===== src/pkg/cij_regs.svh =====
`ifndef CIJ_REGS_SVH
`define CIJ_REGS_SVH

// ==========================================================
// instruction word fields
`define CIJ_OP_MSB      31
`define CIJ_OP_LSB      26
`define CIJ_SRC_MSB     25
`define CIJ_SRC_LSB     21
`define CIJ_BASE_MSB    20
`define CIJ_BASE_LSB    16
`define CIJ_OFF_MSB     15
`define CIJ_OFF_LSB     0

// ==========================================================
// encodings
`define CIJ_OP_LINK     6'h3e
`define CIJ_OP_NOLINK   6'h36
`define CIJ_SRC_JUMP    5'h00
`define CIJ_LINK_REG    5'h1f
`define CIJ_ISA_NONE    2'h0

// ==========================================================
// reset values and sizes
`define CIJ_INSN_BYTES  64'h0000000000000004
`define CIJ_ADDR_RST    64'h0000000000000000
`define CIJ_ISA_RST     1'h0

`endif


===== src/pkg/cij_pkg.sv =====
package cij_pkg;

  // ========================================================
  // sequencer states
  typedef enum logic [0:0] {
    CIJ_ST_IDLE  = 1'b0,
    CIJ_ST_REDIR = 1'b1
  } cij_state_t;

  // ========================================================
  // kind of the jump being issued
  typedef enum logic [1:0] {
    CIJ_KIND_NONE   = 2'b00,
    CIJ_KIND_LINK   = 2'b01,
    CIJ_KIND_NOLINK = 2'b10
  } cij_kind_t;

  // ========================================================
  // whole state of the jump unit
  typedef struct packed {
    cij_state_t  state;
    cij_kind_t   kind;
    logic        redirVld;
    logic [63:0] target;
    logic        instruction_set_select_bit;
    logic        addrErr;
    logic        linkWe;
    logic [63:0] linkData;
  } cij_jstate_t;

endpackage


===== src/hdl/cij_target_calc.sv =====
`timescale 1ns/10ps
`include "cij_regs.svh"

module cij_target_calc (
  // operands
  input  wire logic [63:0] baseVal,
  input  wire logic [15:0] offset,
  input  wire logic        compressedImpl,
  // result
  output logic      [63:0] target,
  output logic             isaBit,
  output logic             misaligned
);

  logic [63:0] sum;

  // offset added bit for bit, no left shift
  assign sum = baseVal + {{48{offset[15]}}, offset};

  // ========================================================
  // mode select from bit 0, or full sum when single isa
  assign target = compressedImpl ? {sum[63:1], 1'b0} : sum;
  assign isaBit = compressedImpl & sum[0];

  // ========================================================
  // only a word-mode target must be word aligned
  assign misaligned = compressedImpl ? (~sum[0] & sum[1])
                                     : (|sum[1:0]);

endmodule // cij_target_calc


===== src/hdl/cij_jump_unit.sv =====
`timescale 1ns/10ps
`include "cij_regs.svh"

// Overview of operation
// - linking jump: opcode 111110, source 00000, base and 16-bit offset.
// - non-linking jump: own opcode, source 00000, base and 16-bit offset.
// - target is base plus sign-extended offset, offset never shifted.
// - linking jump writes current address plus 4 into register 31.
// - base is read before link write, so base 31 uses old value.
// - both jumps always taken; next sequential instruction never runs.
// - no delay or forbidden slot; next instruction comes from the target.
// - single isa: sum is target; unaligned word gives fetch address error.
// - compressed isa: mode bit loads from sum bit 0, target bit 0 cleared.
// - compressed isa, mode 0: unaligned target gives fetch address error.
// - linking jump told from branch-not-zero only by bits 25 to 21.
// - non-linking jump told from branch-equal-zero only by source field.
// - both jumps always present, no option removes them.

module cij_jump_unit
  import cij_pkg::*;
(
  // clock and reset
  input  wire logic        mclk,
  input  wire logic        rstn,
  // core configuration
  input  wire logic [1:0]  implementedIsaField,
  input  wire logic        compressedAsePresentFlag,
  // decode side
  input  wire logic        instrValid,
  input  wire logic [31:0] instrWord,
  input  wire logic [63:0] instrPc,
  output logic             instrReady,
  output logic             instrOther,
  // general register read port
  output logic      [4:0]  gprRdIdx,
  input  wire logic [63:0] gprRdData,
  // general register write port
  output logic             gprWrEn,
  output logic      [4:0]  gprWrIdx,
  output logic      [63:0] gprWrData,
  // fetch redirect
  output logic             redirValid,
  output logic      [63:0] redirPc,
  output logic             redirAddrErr,
  output logic             squashSeq,
  output logic             isaModeOut
);

  // ========================================================
  // state
  cij_jstate_t st_reg;
  cij_jstate_t st_next;

  // ========================================================
  // decode
  logic [5:0]  opField;
  logic [4:0]  srcField;
  logic [4:0]  baseField;
  logic [15:0] offField;
  logic        isLink;
  logic        isNoLink;
  logic        isJump;
  logic        take;
  logic        compressedImpl;
  logic [63:0] calcTarget;
  logic        calcIsa;
  logic        calcMisaligned;

  assign opField   = instrWord[`CIJ_OP_MSB:`CIJ_OP_LSB];
  assign srcField  = instrWord[`CIJ_SRC_MSB:`CIJ_SRC_LSB];
  assign baseField = instrWord[`CIJ_BASE_MSB:`CIJ_BASE_LSB];
  assign offField  = instrWord[`CIJ_OFF_MSB:`CIJ_OFF_LSB];

  // shared opcodes: a nonzero source field means a compact branch
  assign isLink   = (opField == `CIJ_OP_LINK)
                  & (srcField == `CIJ_SRC_JUMP);
  assign isNoLink = (opField == `CIJ_OP_NOLINK)
                  & (srcField == `CIJ_SRC_JUMP);
  // no enable input: decode cannot be switched off
  assign isJump = isLink | isNoLink;

  // the slot after a jump is refused while redirecting
  assign instrReady = (st_reg.state == CIJ_ST_IDLE);
  assign take       = instrValid & instrReady & isJump;
  assign instrOther = instrValid & instrReady & ~isJump;

  // base read combinationally in the decode cycle
  assign gprRdIdx = baseField;

  assign compressedImpl = (implementedIsaField != `CIJ_ISA_NONE)
                        | compressedAsePresentFlag;

  // ========================================================
  // target arithmetic
  cij_target_calc u_calc (
    .baseVal        (gprRdData),
    .offset         (offField),
    .compressedImpl (compressedImpl),
    .target         (calcTarget),
    .isaBit         (calcIsa),
    .misaligned     (calcMisaligned)
  );

  // ========================================================
  // next state
  always_comb begin
    st_next          = st_reg;
    st_next.redirVld = 1'b0;
    st_next.linkWe   = 1'b0;
    case (st_reg.state)
      CIJ_ST_IDLE: begin
        if (take) begin
          st_next.state    = CIJ_ST_REDIR;
          st_next.redirVld = 1'b1;
          st_next.kind     = isLink ? CIJ_KIND_LINK : CIJ_KIND_NOLINK;
          st_next.target   = calcTarget;
          st_next.addrErr  = calcMisaligned;
          if (compressedImpl) begin
            st_next.instruction_set_select_bit = calcIsa;
          end
          // link written a cycle after base was read
          st_next.linkWe   = isLink;
          st_next.linkData = instrPc + `CIJ_INSN_BYTES;
        end
      end
      CIJ_ST_REDIR: begin
        st_next.state = CIJ_ST_IDLE;
        st_next.kind  = CIJ_KIND_NONE;
      end
      default: begin
        st_next.state = CIJ_ST_IDLE;
        st_next.kind  = CIJ_KIND_NONE;
      end
    endcase
  end

  // ========================================================
  // registers
  always_ff @(posedge mclk) begin
    if (!rstn) begin
      st_reg.state    <= CIJ_ST_IDLE;
      st_reg.kind     <= CIJ_KIND_NONE;
      st_reg.redirVld <= 1'b0;
      st_reg.target   <= `CIJ_ADDR_RST;
      st_reg.instruction_set_select_bit  <= `CIJ_ISA_RST;
      st_reg.addrErr  <= 1'b0;
      st_reg.linkWe   <= 1'b0;
      st_reg.linkData <= `CIJ_ADDR_RST;
    end else begin
      st_reg <= st_next;
    end
  end

  // ========================================================
  // outputs
  assign redirValid   = st_reg.redirVld;
  assign redirPc      = st_reg.target;
  assign redirAddrErr = st_reg.redirVld & st_reg.addrErr;
  // the sequential instruction already fetched is dropped
  assign squashSeq    = st_reg.redirVld;
  assign isaModeOut   = st_reg.instruction_set_select_bit;
  assign gprWrEn      = st_reg.linkWe;
  assign gprWrIdx     = `CIJ_LINK_REG;
  assign gprWrData    = st_reg.linkData;

  // ========================================================
  // checks
  logic [63:0] expSum;
  assign expSum = gprRdData + {{48{offField[15]}}, offField};

  chk_link_decode: assert property (
    @(posedge mclk) disable iff (!rstn)
    (take && opField == `CIJ_OP_LINK) |=> (gprWrEn && redirValid)
  ) else $error("linking jump did not write link");

  chk_nolink_decode: assert property (
    @(posedge mclk) disable iff (!rstn)
    (take && opField == `CIJ_OP_NOLINK) |=> (redirValid && !gprWrEn)
  ) else $error("plain jump redirect wrong");

  chk_target_sum: assert property (
    @(posedge mclk) disable iff (!rstn)
    (take && !compressedImpl) |=> (redirPc == $past(expSum))
  ) else $error("target is not base plus offset");

  chk_link_value: assert property (
    @(posedge mclk) disable iff (!rstn)
    gprWrEn |-> (gprWrIdx == 5'h1f
                 && gprWrData == $past(instrPc) + 64'h4)
  ) else $error("link value wrong");

  chk_base_old: assert property (
    @(posedge mclk) disable iff (!rstn)
    take |-> !gprWrEn ##1 (redirPc[63:1] == $past(expSum[63:1]))
  ) else $error("base not read before link write");

  chk_squash_seq: assert property (
    @(posedge mclk) disable iff (!rstn)
    take |=> (squashSeq && !instrReady) ##1 instrReady
  ) else $error("sequential slot not squashed");

  chk_no_slot: assert property (
    @(posedge mclk) disable iff (!rstn)
    redirValid |=> (!redirValid && instrReady)
  ) else $error("jump held a slot");

  chk_single_isa: assert property (
    @(posedge mclk) disable iff (!rstn)
    (take && !compressedImpl) |=>
      (redirAddrErr == ($past(expSum[1:0]) != 2'h0))
  ) else $error("single isa alignment error wrong");

  chk_mode_bit: assert property (
    @(posedge mclk) disable iff (!rstn)
    (take && compressedImpl) |=>
      (isaModeOut == $past(expSum[0]) && redirPc[0] == 1'b0)
  ) else $error("mode bit or target bit 0 wrong");

  chk_word_mode: assert property (
    @(posedge mclk) disable iff (!rstn)
    (redirValid && !isaModeOut && redirPc[1] && $past(compressedImpl))
      |-> redirAddrErr
  ) else $error("word mode misalignment not flagged");

  chk_branch_pass: assert property (
    @(posedge mclk) disable iff (!rstn)
    (instrValid && instrReady && srcField != 5'h00) |->
      (instrOther ##1 !redirValid)
  ) else $error("compact branch taken as jump");

  chk_nolink_regs: assert property (
    @(posedge mclk) disable iff (!rstn)
    (st_reg.kind == CIJ_KIND_NOLINK) |-> !gprWrEn
  ) else $error("plain jump wrote a register");

  chk_nolink_branch: assert property (
    @(posedge mclk) disable iff (!rstn)
    (instrValid && instrReady && opField == `CIJ_OP_NOLINK
     && srcField != 5'h00) |-> (instrOther ##1 !redirValid)
  ) else $error("branch-equal-zero taken as jump");

  chk_jump_always: assert property (
    @(posedge mclk) disable iff (!rstn)
    (instrValid && instrReady && srcField == 5'h00
     && (opField == `CIJ_OP_LINK || opField == `CIJ_OP_NOLINK))
      |-> (!instrOther ##1 redirValid)
  ) else $error("jump word not executed");

  chk_redir_cause: assert property (
    @(posedge mclk) disable iff (!rstn)
    redirValid |-> ($past(take) && squashSeq)
  ) else $error("redirect without a taken jump");

  chk_refused_idle: assert property (
    @(posedge mclk) disable iff (!rstn)
    !instrReady |-> (!instrOther ##1 !redirValid)
  ) else $error("refused slot acted on");

  chk_target_hold: assert property (
    @(posedge mclk) disable iff (!rstn)
    !redirValid |-> $stable(redirPc)
  ) else $error("target changed without redirect");

  chk_mode_hold: assert property (
    @(posedge mclk) disable iff (!rstn)
    !redirValid |-> $stable(isaModeOut)
  ) else $error("mode bit changed without redirect");

  chk_single_keep: assert property (
    @(posedge mclk) disable iff (!rstn)
    (take && !compressedImpl) |=> $stable(isaModeOut)
  ) else $error("single isa changed the mode bit");

  chk_err_pulse: assert property (
    @(posedge mclk) disable iff (!rstn)
    redirAddrErr |-> redirValid
  ) else $error("address error outside a redirect");

  chk_word_err: assert property (
    @(posedge mclk) disable iff (!rstn)
    (redirValid && isaModeOut && $past(compressedImpl)) |->
      !redirAddrErr
  ) else $error("compressed target flagged misaligned");

  chk_link_pulse: assert property (
    @(posedge mclk) disable iff (!rstn)
    gprWrEn |-> (redirValid && $past(take)
                 && $past(opField) == `CIJ_OP_LINK)
  ) else $error("link write without a linking jump");

  chk_link_once: assert property (
    @(posedge mclk) disable iff (!rstn)
    gprWrEn |=> !gprWrEn
  ) else $error("link write lasted too long");

  chk_ready_after: assert property (
    @(posedge mclk) disable iff (!rstn)
    redirValid |-> !instrReady
  ) else $error("offer accepted during redirect");

  chk_split_target: assert property (
    @(posedge mclk) disable iff (!rstn)
    (take && compressedImpl) |=>
      (redirPc == {$past(expSum[63:1]), 1'b0})
  ) else $error("compressed target wrong");

endmodule // cij_jump_unit


===== config.mk =====
export PLATFORM = sky130hd
export DESIGN_NAME = cij_jump_unit
export DESIGN_NICKNAME = d
export VERILOG_FILES = /design/src/pkg/cij_pkg.sv /design/src/hdl/cij_target_calc.sv /design/src/hdl/cij_jump_unit.sv
export VERILOG_INCLUDE_DIRS = /design/src /design/src/pkg
export SDC_FILE = /design/constraint.sdc
export NUM_CORES = 1
export LEC_CHECK = 0
export ABC_AREA = 1
export BUFFER_PORTS_ARGS = -buffer_cell sky130_fd_sc_hd__buf_2
export CAP_MARGIN = 20
export CORE_MARGIN = 5
export CORE_UTILIZATION = 25
export CTS_BUF_LIST = sky130_fd_sc_hd__clkbuf_8
export DETAILED_ROUTE_END_ITERATION = 7
export SLEW_MARGIN = 30
export SYNTH_ARGS = -nofsm -noshare
export SYNTH_HDL_FRONTEND = slang
export SYNTH_SLANG_ARGS = --single-unit

===== constraint.sdc =====
create_clock -name mclk -period 3.4 [get_ports mclk]
set_input_delay 0.17 -clock mclk [delete_from_list [all_inputs] [get_ports mclk]]
set_output_delay 0.17 -clock mclk [all_outputs]
set_load 0.005 [all_outputs]

==> summary.md, run 1 <==
| Metric | Value |
|---|---|
| Core area | 0.0541 mm2 |
| VDD IR max | 0.234 mV |
| CTS Buf Count | 17 |
| Worst-path clk slew | 120 ps |
| Vias | 14,800 |
| Post-CTS setup buffer count | 0 |
| Worst-skew pair later-pin latency | 520 ps |
| Max Freq | 436 MHz |
| Setup TNS | 0 ps |
| Worst EP required | 3790 ps |
| Antenna viol nets, final | 0 |
| Area Growth Syn to Fin | 12.7% |
| Layout cells sized above 1 | 14.7% |
| Mapped cell area | 0.0137 mm2 |
| Slew margin rel. | 42.6% |
| Internal power | 0.00282 W |
| Worst setup startpoint | instrWord[0] |
| Syn_area_per_cell | 5.60 um2 |
| Fin crit share | 67.4% |
| Total congestion overflow | 0 |
| First-pass GRT wire length | 84.0 mm |
| Setup violations, final | 0 |
| Post-Syn Instances | 2,453 |
| Synth area leader | nand2_1 |
| Pwr/cell area | 292 mW/mm2 |
| Vias/cell | 4.47 |
| Drt first pass iters | 6 |
| Crit path DAT | 2680 ps |
| Setup crit end | redirPc[40] |
| Seq cells post-synth | 132 |
| Post-synthesis async set-or-reset flop share | 0% |
| Clk root buf | clkbuf_8 |
| Routability cong. | 1.01 |
| Die X | 244 um |
| Switching share of total power | 37.6% |
| Leakage | 9.46 nW |
| Slew @ Worst Pin | 858 ps |
| Final HPWL DP | 48.0 mm |
| I/O pin cnt | 311 |
| HP Class | input port to flip-flop |
| Initial core utilization | 25.4% |
| Worst R2R Start | st_reg[134] |
| Area contributors post-synth | nand2_1, dfxtp_1, inv_1 |
| Final Skew | 31.4 ps |
| Reg-to-reg endpoint | isaModeOut |
| DRC viols | 0 |
| CTS tree | done |
| Final wirelength | 56.8 mm |
| Tot Pwr | 0.00452 W |
| Post-synthesis sequential area ratio | 19.2% |
| Largest net degree at the start of global routing | 126 |
| Flop pwr share | 34.2% |
| Vias in the first global route | 13,700 |
| Initial antenna violation count | 0 |
| Main flop type after synthesis | dfxtp_1 |
| Post-synth EDFFs | 0 |
| Die span in y | 244 um |
| Crit end category | flip-flop |
| Row count | 85 |
| Reg-to-reg slack, setup | 1330 ps |
| Max Fanout on Critical Path | 4 |
| Top cell type's share of synthesized area | 24.0% |
| Sw power | 0.00170 W |
| Count of final hold-check violations | 0 |
| Maximum clock path buffer count | 2 |
| Cells on worst reg2reg path | 8 |
| Die area | 0.0597 mm2 |
| 1st-iter DRT viols | 1,144 |
| CTS Sinks | 132 |
| Cell variety after synth | 43 |
| Fin nets | 2,838 |
| GRT Overall Usage | 18.4% |
| CTS Hold Bufs | 6 |
| Clock network fraction of total power | 36.2% |
| Most common cell after layout, fill and taps aside | nand2_1 |
| Combinational Power Share | 29.6% |
| Final Slew Violations | 0 |
| Most frequent cells in the layout | nand2_1, inv_1, buf_2, nor2_1, dfxtp_1 |
| Crit Path Category | input port to flip-flop |
| Worst Setup Start Kind | input port |
| Status | finished, final reports clean |
| H-tree depth | 4 |
| Max-Cap Viols | 0 |
| Wire length per cell | 17.1 um |
| Yosys warning total | 0 |
| RSZ-0062 raised after global routing | no |
| Cts repair resizes | 0 |
| Filler cells | 6,258 |
| Port Buf Inserts | 295 |
| Tmin final | 2290 ps |
## through the flow
stage,setup WS (ps),std cells,hold slack (ps),util (%),instance area [um2]
5_1_grt,941,3316,26.2,28.6,15500
4_1_cts,1170,3316,0.480,28.6,15500
2_1_floorplan,1550,2457,260,-,13700
3_5_place_dp,619,3278,340,27.6,15000
6_report,1110,3317,47.2,28.6,15500
3_3_place_gp,613,3278,340,27.6,15000
## Yosys cell counts (2+ instances only)
master    number
nand2_1      877
inv_1        479
nor2_1       186
buf_4        142
dfxtp_1      132
nand3_1      130
a21oi_1       68
ha_1          64
nor3_1        46
o21ai_0       44
o21ai_1       39
xor2_1        39
nand4_1       32
buf_2         23
o211ai_1      23
clkbuf_1      15
xnor2_1       15
o21a_1        12
nor2_2        10
and2_1         7
nand3b_1       7
or2_0          7
or2_2          7
nor2_4         6
a31oi_1        5
inv_2          5
nand2_2        5
or2_1          5
nand3_2        3
nor3_4         3
nand2_4        2
nand3_4        2
nor3_2         2
o21bai_1       2
## layout make-up
| class | count | area (um2) | share of cell area (%) |
|---|---|---|---|
| Clock inverter | 13 | 196 | 1.27 |
| Tap cell | 696 | 871 | 5.63 |
| Clock buffer | 19 | 262 | 1.69 |
| Antenna cell | 1 | 2.50 | 0.0162 |
| Timing Repair Buffer | 312 | 1650 | 10.6 |
| Sequential cell | 132 | 2640 | 17.1 |
| Multi-Input combinational cell | 1660 | 8040 | 51.9 |
| Inverter | 484 | 1820 | 11.7 |
## worst min path at each step
stage	cells after the start	endpoint	from	slack [ps]
after global routing	4	redirPc[0]	compressedAsePresentFlag	30
after global placement	0	gprRdIdx[0]	instrWord[16]	340
after floorplan	1	gprWrData[2]	instrPc[2]	260
after CTS	4	redirPc[0]	compressedAsePresentFlag	0.5
after detailed placement	0	gprRdIdx[0]	instrWord[16]	340
final	4	gprWrData[19]	instrPc[19]	50
## power groups by stage
stage          logic [W]  registers, W  clock network [W]
2_1_floorplan   0.000815       0.00158                  0
3_3_place_gp     0.00132       0.00158                  0
3_5_place_dp     0.00132       0.00158                  0
4_1_cts          0.00133       0.00155            0.00169
5_1_grt          0.00149       0.00155            0.00176
6_report         0.00134       0.00155            0.00164
## worst max-delay path, cell delays in order
cell and delay [ps]:
buf_2 100, ha_1 260, fa_1 470, nand3_1 110, nand3_1 180, nand2_1 110, nand2_1 150, nand2_1 110
nand3_1 210, a21oi_1 390, nor2_1 160, nor2_1 190, nor2_1 60
## layer usage
metal | vias up | GRT usage [%] | routed length, um
li1 | 7644 | - | -
met1 | 6568 | 25.6 | 26100
met2 | 553 | 29.5 | 25000
met3 | 69 | 3.92 | 4640
met4 | 0 | 4.20 | 1110
met5 | - | 0 | 0
## cell families after synthesis
family,Yosys count,synth area share [%]
compound gates,196,7.96
xor+xnor,54,3.45
fa+ha+maj,65,5.98
buf+inv,665,22.3
flops,132,19.2
other cells,1,0.0273
simple gates,1340,41.0
No activity file was read; power rests on OpenSTA's default activity.
==> run 2: changes to the inputs <==
==> constraint.sdc (replaced) <==
create_clock -name mclk -period 2.4 [get_ports mclk]
set_input_delay 0.12 -clock mclk [delete_from_list [all_inputs] [get_ports mclk]]
set_output_delay 0.12 -clock mclk [all_outputs]
set_load 0.005 [all_outputs]
==> run 2 against run 1 <==
Core utilization is 1.8 points higher. Clock power increased by 31%. Die area did not move. Combinational power rose by 55%. Sequential power increased by 41%. Via count increased by 1.9%. Worst hold slack better by 1.1 ps. Sequential share of layout area is 1.0 points lower. Final cell count rose by 3.5%. Count of clock-buffer cells in the layout decreased by 1. Non-clock buffer count rose by 117.
==> summary.md, run 2 (synthesized netlist as in run 1, its figures left out) <==
| Metric | Value |
|---|---|
| Die span in y | 244 um |
| Vias | 15,100 |
| Worst Hold Endpoint | isaModeOut |
| Internal power | 0.00400 W |
| Final HPWL DP | 49.6 mm |
| Switching share of total power | 37.6% |
| Final Skew | 12.0 ps |
| Routability cong. | 0.997 |
| Layout cells sized above 1 | 16.8% |
| DRC viols | 0 |
| Wire length per cell | 17.0 um |
| CTS Sinks | 132 |
| H-tree depth | 4 |
| Initial core utilization | 25.4% |
| HP Class | input port to flip-flop |
| Core area | 0.0541 mm2 |
| Worst EP required | 2890 ps |
| Clk root buf | clkbuf_8 |
| CTS Buf Count | 17 |
| Worst Hold Launch | implementedIsaField[1] |
| Dpl ws | -48.3 ps |
| Pwr/cell area | 390 mW/mm2 |
| Area Growth Syn to Fin | 19.9% |
| Initial antenna violation count | 0 |
| First-pass GRT wire length | 86.7 mm |
| Worst R2R Start | st_reg[134] |
| Crit Path Category | input port to flip-flop |
| Fin crit share | 92.9% |
| Row count | 85 |
| Setup TNS | 0 ps |
| Total congestion overflow | 0 |
| Worst-path clk slew | 100 ps |
| RSZ-0062 raised after global routing | no |
| Critical path's slowest cell | dlygate4sd3_1 |
| Reg-to-reg endpoint | gprWrData[24] |
| Max Freq | 449 MHz |
| Register area | 0.00264 mm2 |
| Worst path max stage delay | 550 ps |
| Die area | 0.0597 mm2 |
| Final Slew Violations | 0 |
| Tot Pwr | 0.00642 W |
| Area of the multi-input gates | 0.00804 mm2 |
| CTS tree | done |
| Cts repair resizes | 0 |
| CP bufs+invs | 5 |
| Fin nets | 2,955 |
| Most frequent cells in the layout | nand2_1, inv_1, buf_2, nor2_1, dfxtp_1 |
| Cells on worst reg2reg path | 8 |
| GRT Overall Usage | 19.1% |
| Count of final hold-check violations | 0 |
| Antenna viol nets, final | 0 |
| Most common cell after layout, fill and taps aside | nand2_1 |
| Leakage | 10.0 nW |
| Combinational Power Share | 32.5% |
| Final setup margin | 171 ps |
| Filler cells | 6,098 |
| Vias/cell | 4.40 |
| Status | finished, final reports clean |
| Slew @ Worst Pin | 631 ps |
| Crit end category | flip-flop |
| Max Fanout on Critical Path | 4 |
| Crit path max-delay family | buffers and inverters |
| Hold path depth | 4 |
| Worst-skew pair later-pin latency | 540 ps |
| Clock network fraction of total power | 33.4% |
| Maximum clock path buffer count | 2 |
| VDD IR max | 0.426 mV |
| 1st-iter DRT viols | 1,102 |
| I/O pin cnt | 311 |
| Post-CTS setup buffer count | 0 |
| Die X | 244 um |
| Flop pwr share | 34.1% |
| Drt first pass iters | 8 |
| Reg-to-reg slack, setup | 240 ps |
| Final wirelength | 58.3 mm |
| Max-Cap Viols | 0 |
| Largest net degree at the start of global routing | 75 |
| Tmin final | 2230 ps |
| Crit path DAT | 2720 ps |
| CTS Hold Bufs | 47 |
| Vias in the first global route | 14,600 |
| Worst-path cell chain | dlygate4sd3_1 > buf_2 > inv_1 > nor3_1 > nand2_1 > nor3_1 > nand3_2 > or2_0 > nand3_1 > nand2_1 > dlygate4sd3_1 > inv_1 |
| Setup violations, final | 0 |
| Sw power | 0.00242 W |
| Slew margin rel. | 57.9% |
| Worst Setup Start Kind | input port |
| Port Buf Inserts | 295 |
==> run 2: worst max path at each step <==
stage          depth (start not counted)     startpoint            end
2_1_floorplan                         16   instrWord[0]    redirPc[60]
3_3_place_gp                          14  instrWord[15]    redirPc[50]
3_5_place_dp                          14  instrWord[15]    redirPc[50]
4_1_cts                               12    instrPc[48]  gprWrData[63]
5_1_grt                               12    instrPc[37]  gprWrData[63]
6_report                              12    instrPc[48]  gprWrData[63]
==> run 2: worst register-to-register path: cells and delay by family (launching register included) <==
family / cells / cell delay (ps)
buffers and inverters: 4 / 1000
DFF: 1 / 330
AOI/OAI and AO/OA: 1 / 110
and+or+nand+nor: 3 / 620
==> run 2: layer usage <==
metal | GRT usage [%] | share of wire, % | vias to the layer above
met5 | 0 | 0 | -
met4 | 7.22 | 3.5 | 0
met3 | 3.76 | 7.4 | 103
met2 | 30.1 | 43 | 549
met1 | 25.7 | 46 | 6594
li1 | - | - | 7871
==> run 2: final cells by class <==
| type | instances | area share, % |
|---|---|---|
| multi-input combinational | 1660 | 48.9 |
| sequential | 132 | 16.1 |
| timing repair buffer | 429 | 16.2 |
| clock buffer | 18 | 1.51 |
| inverter | 484 | 11.0 |
| clock inverter | 13 | 1.05 |
| antenna | 1 | 0.0152 |
| tap | 696 | 5.29 |
==> run 2: stage by stage <==
stage,instances,instance area [um2],hold WS [ps],utilization (%)
after floorplan,2457,13700,210,-
after global placement,3354,15600,240,28.8
after detailed placement,3354,15600,240,28.8
after CTS,3432,16500,3.85,30.4
after global routing,3432,16500,26.9,30.4
final,3433,16500,48.3,30.4
==> run 2: power by group through the flow <==
stage	registers, W	clock network [W]	logic, W
after floorplan	0.00224	0	0.00116
after global placement	0.00224	0	0.00202
after detailed placement	0.00224	0	0.00201
after CTS	0.00219	0.00223	0.00207
after global routing	0.00219	0.00231	0.00232
final	0.00219	0.00215	0.00208
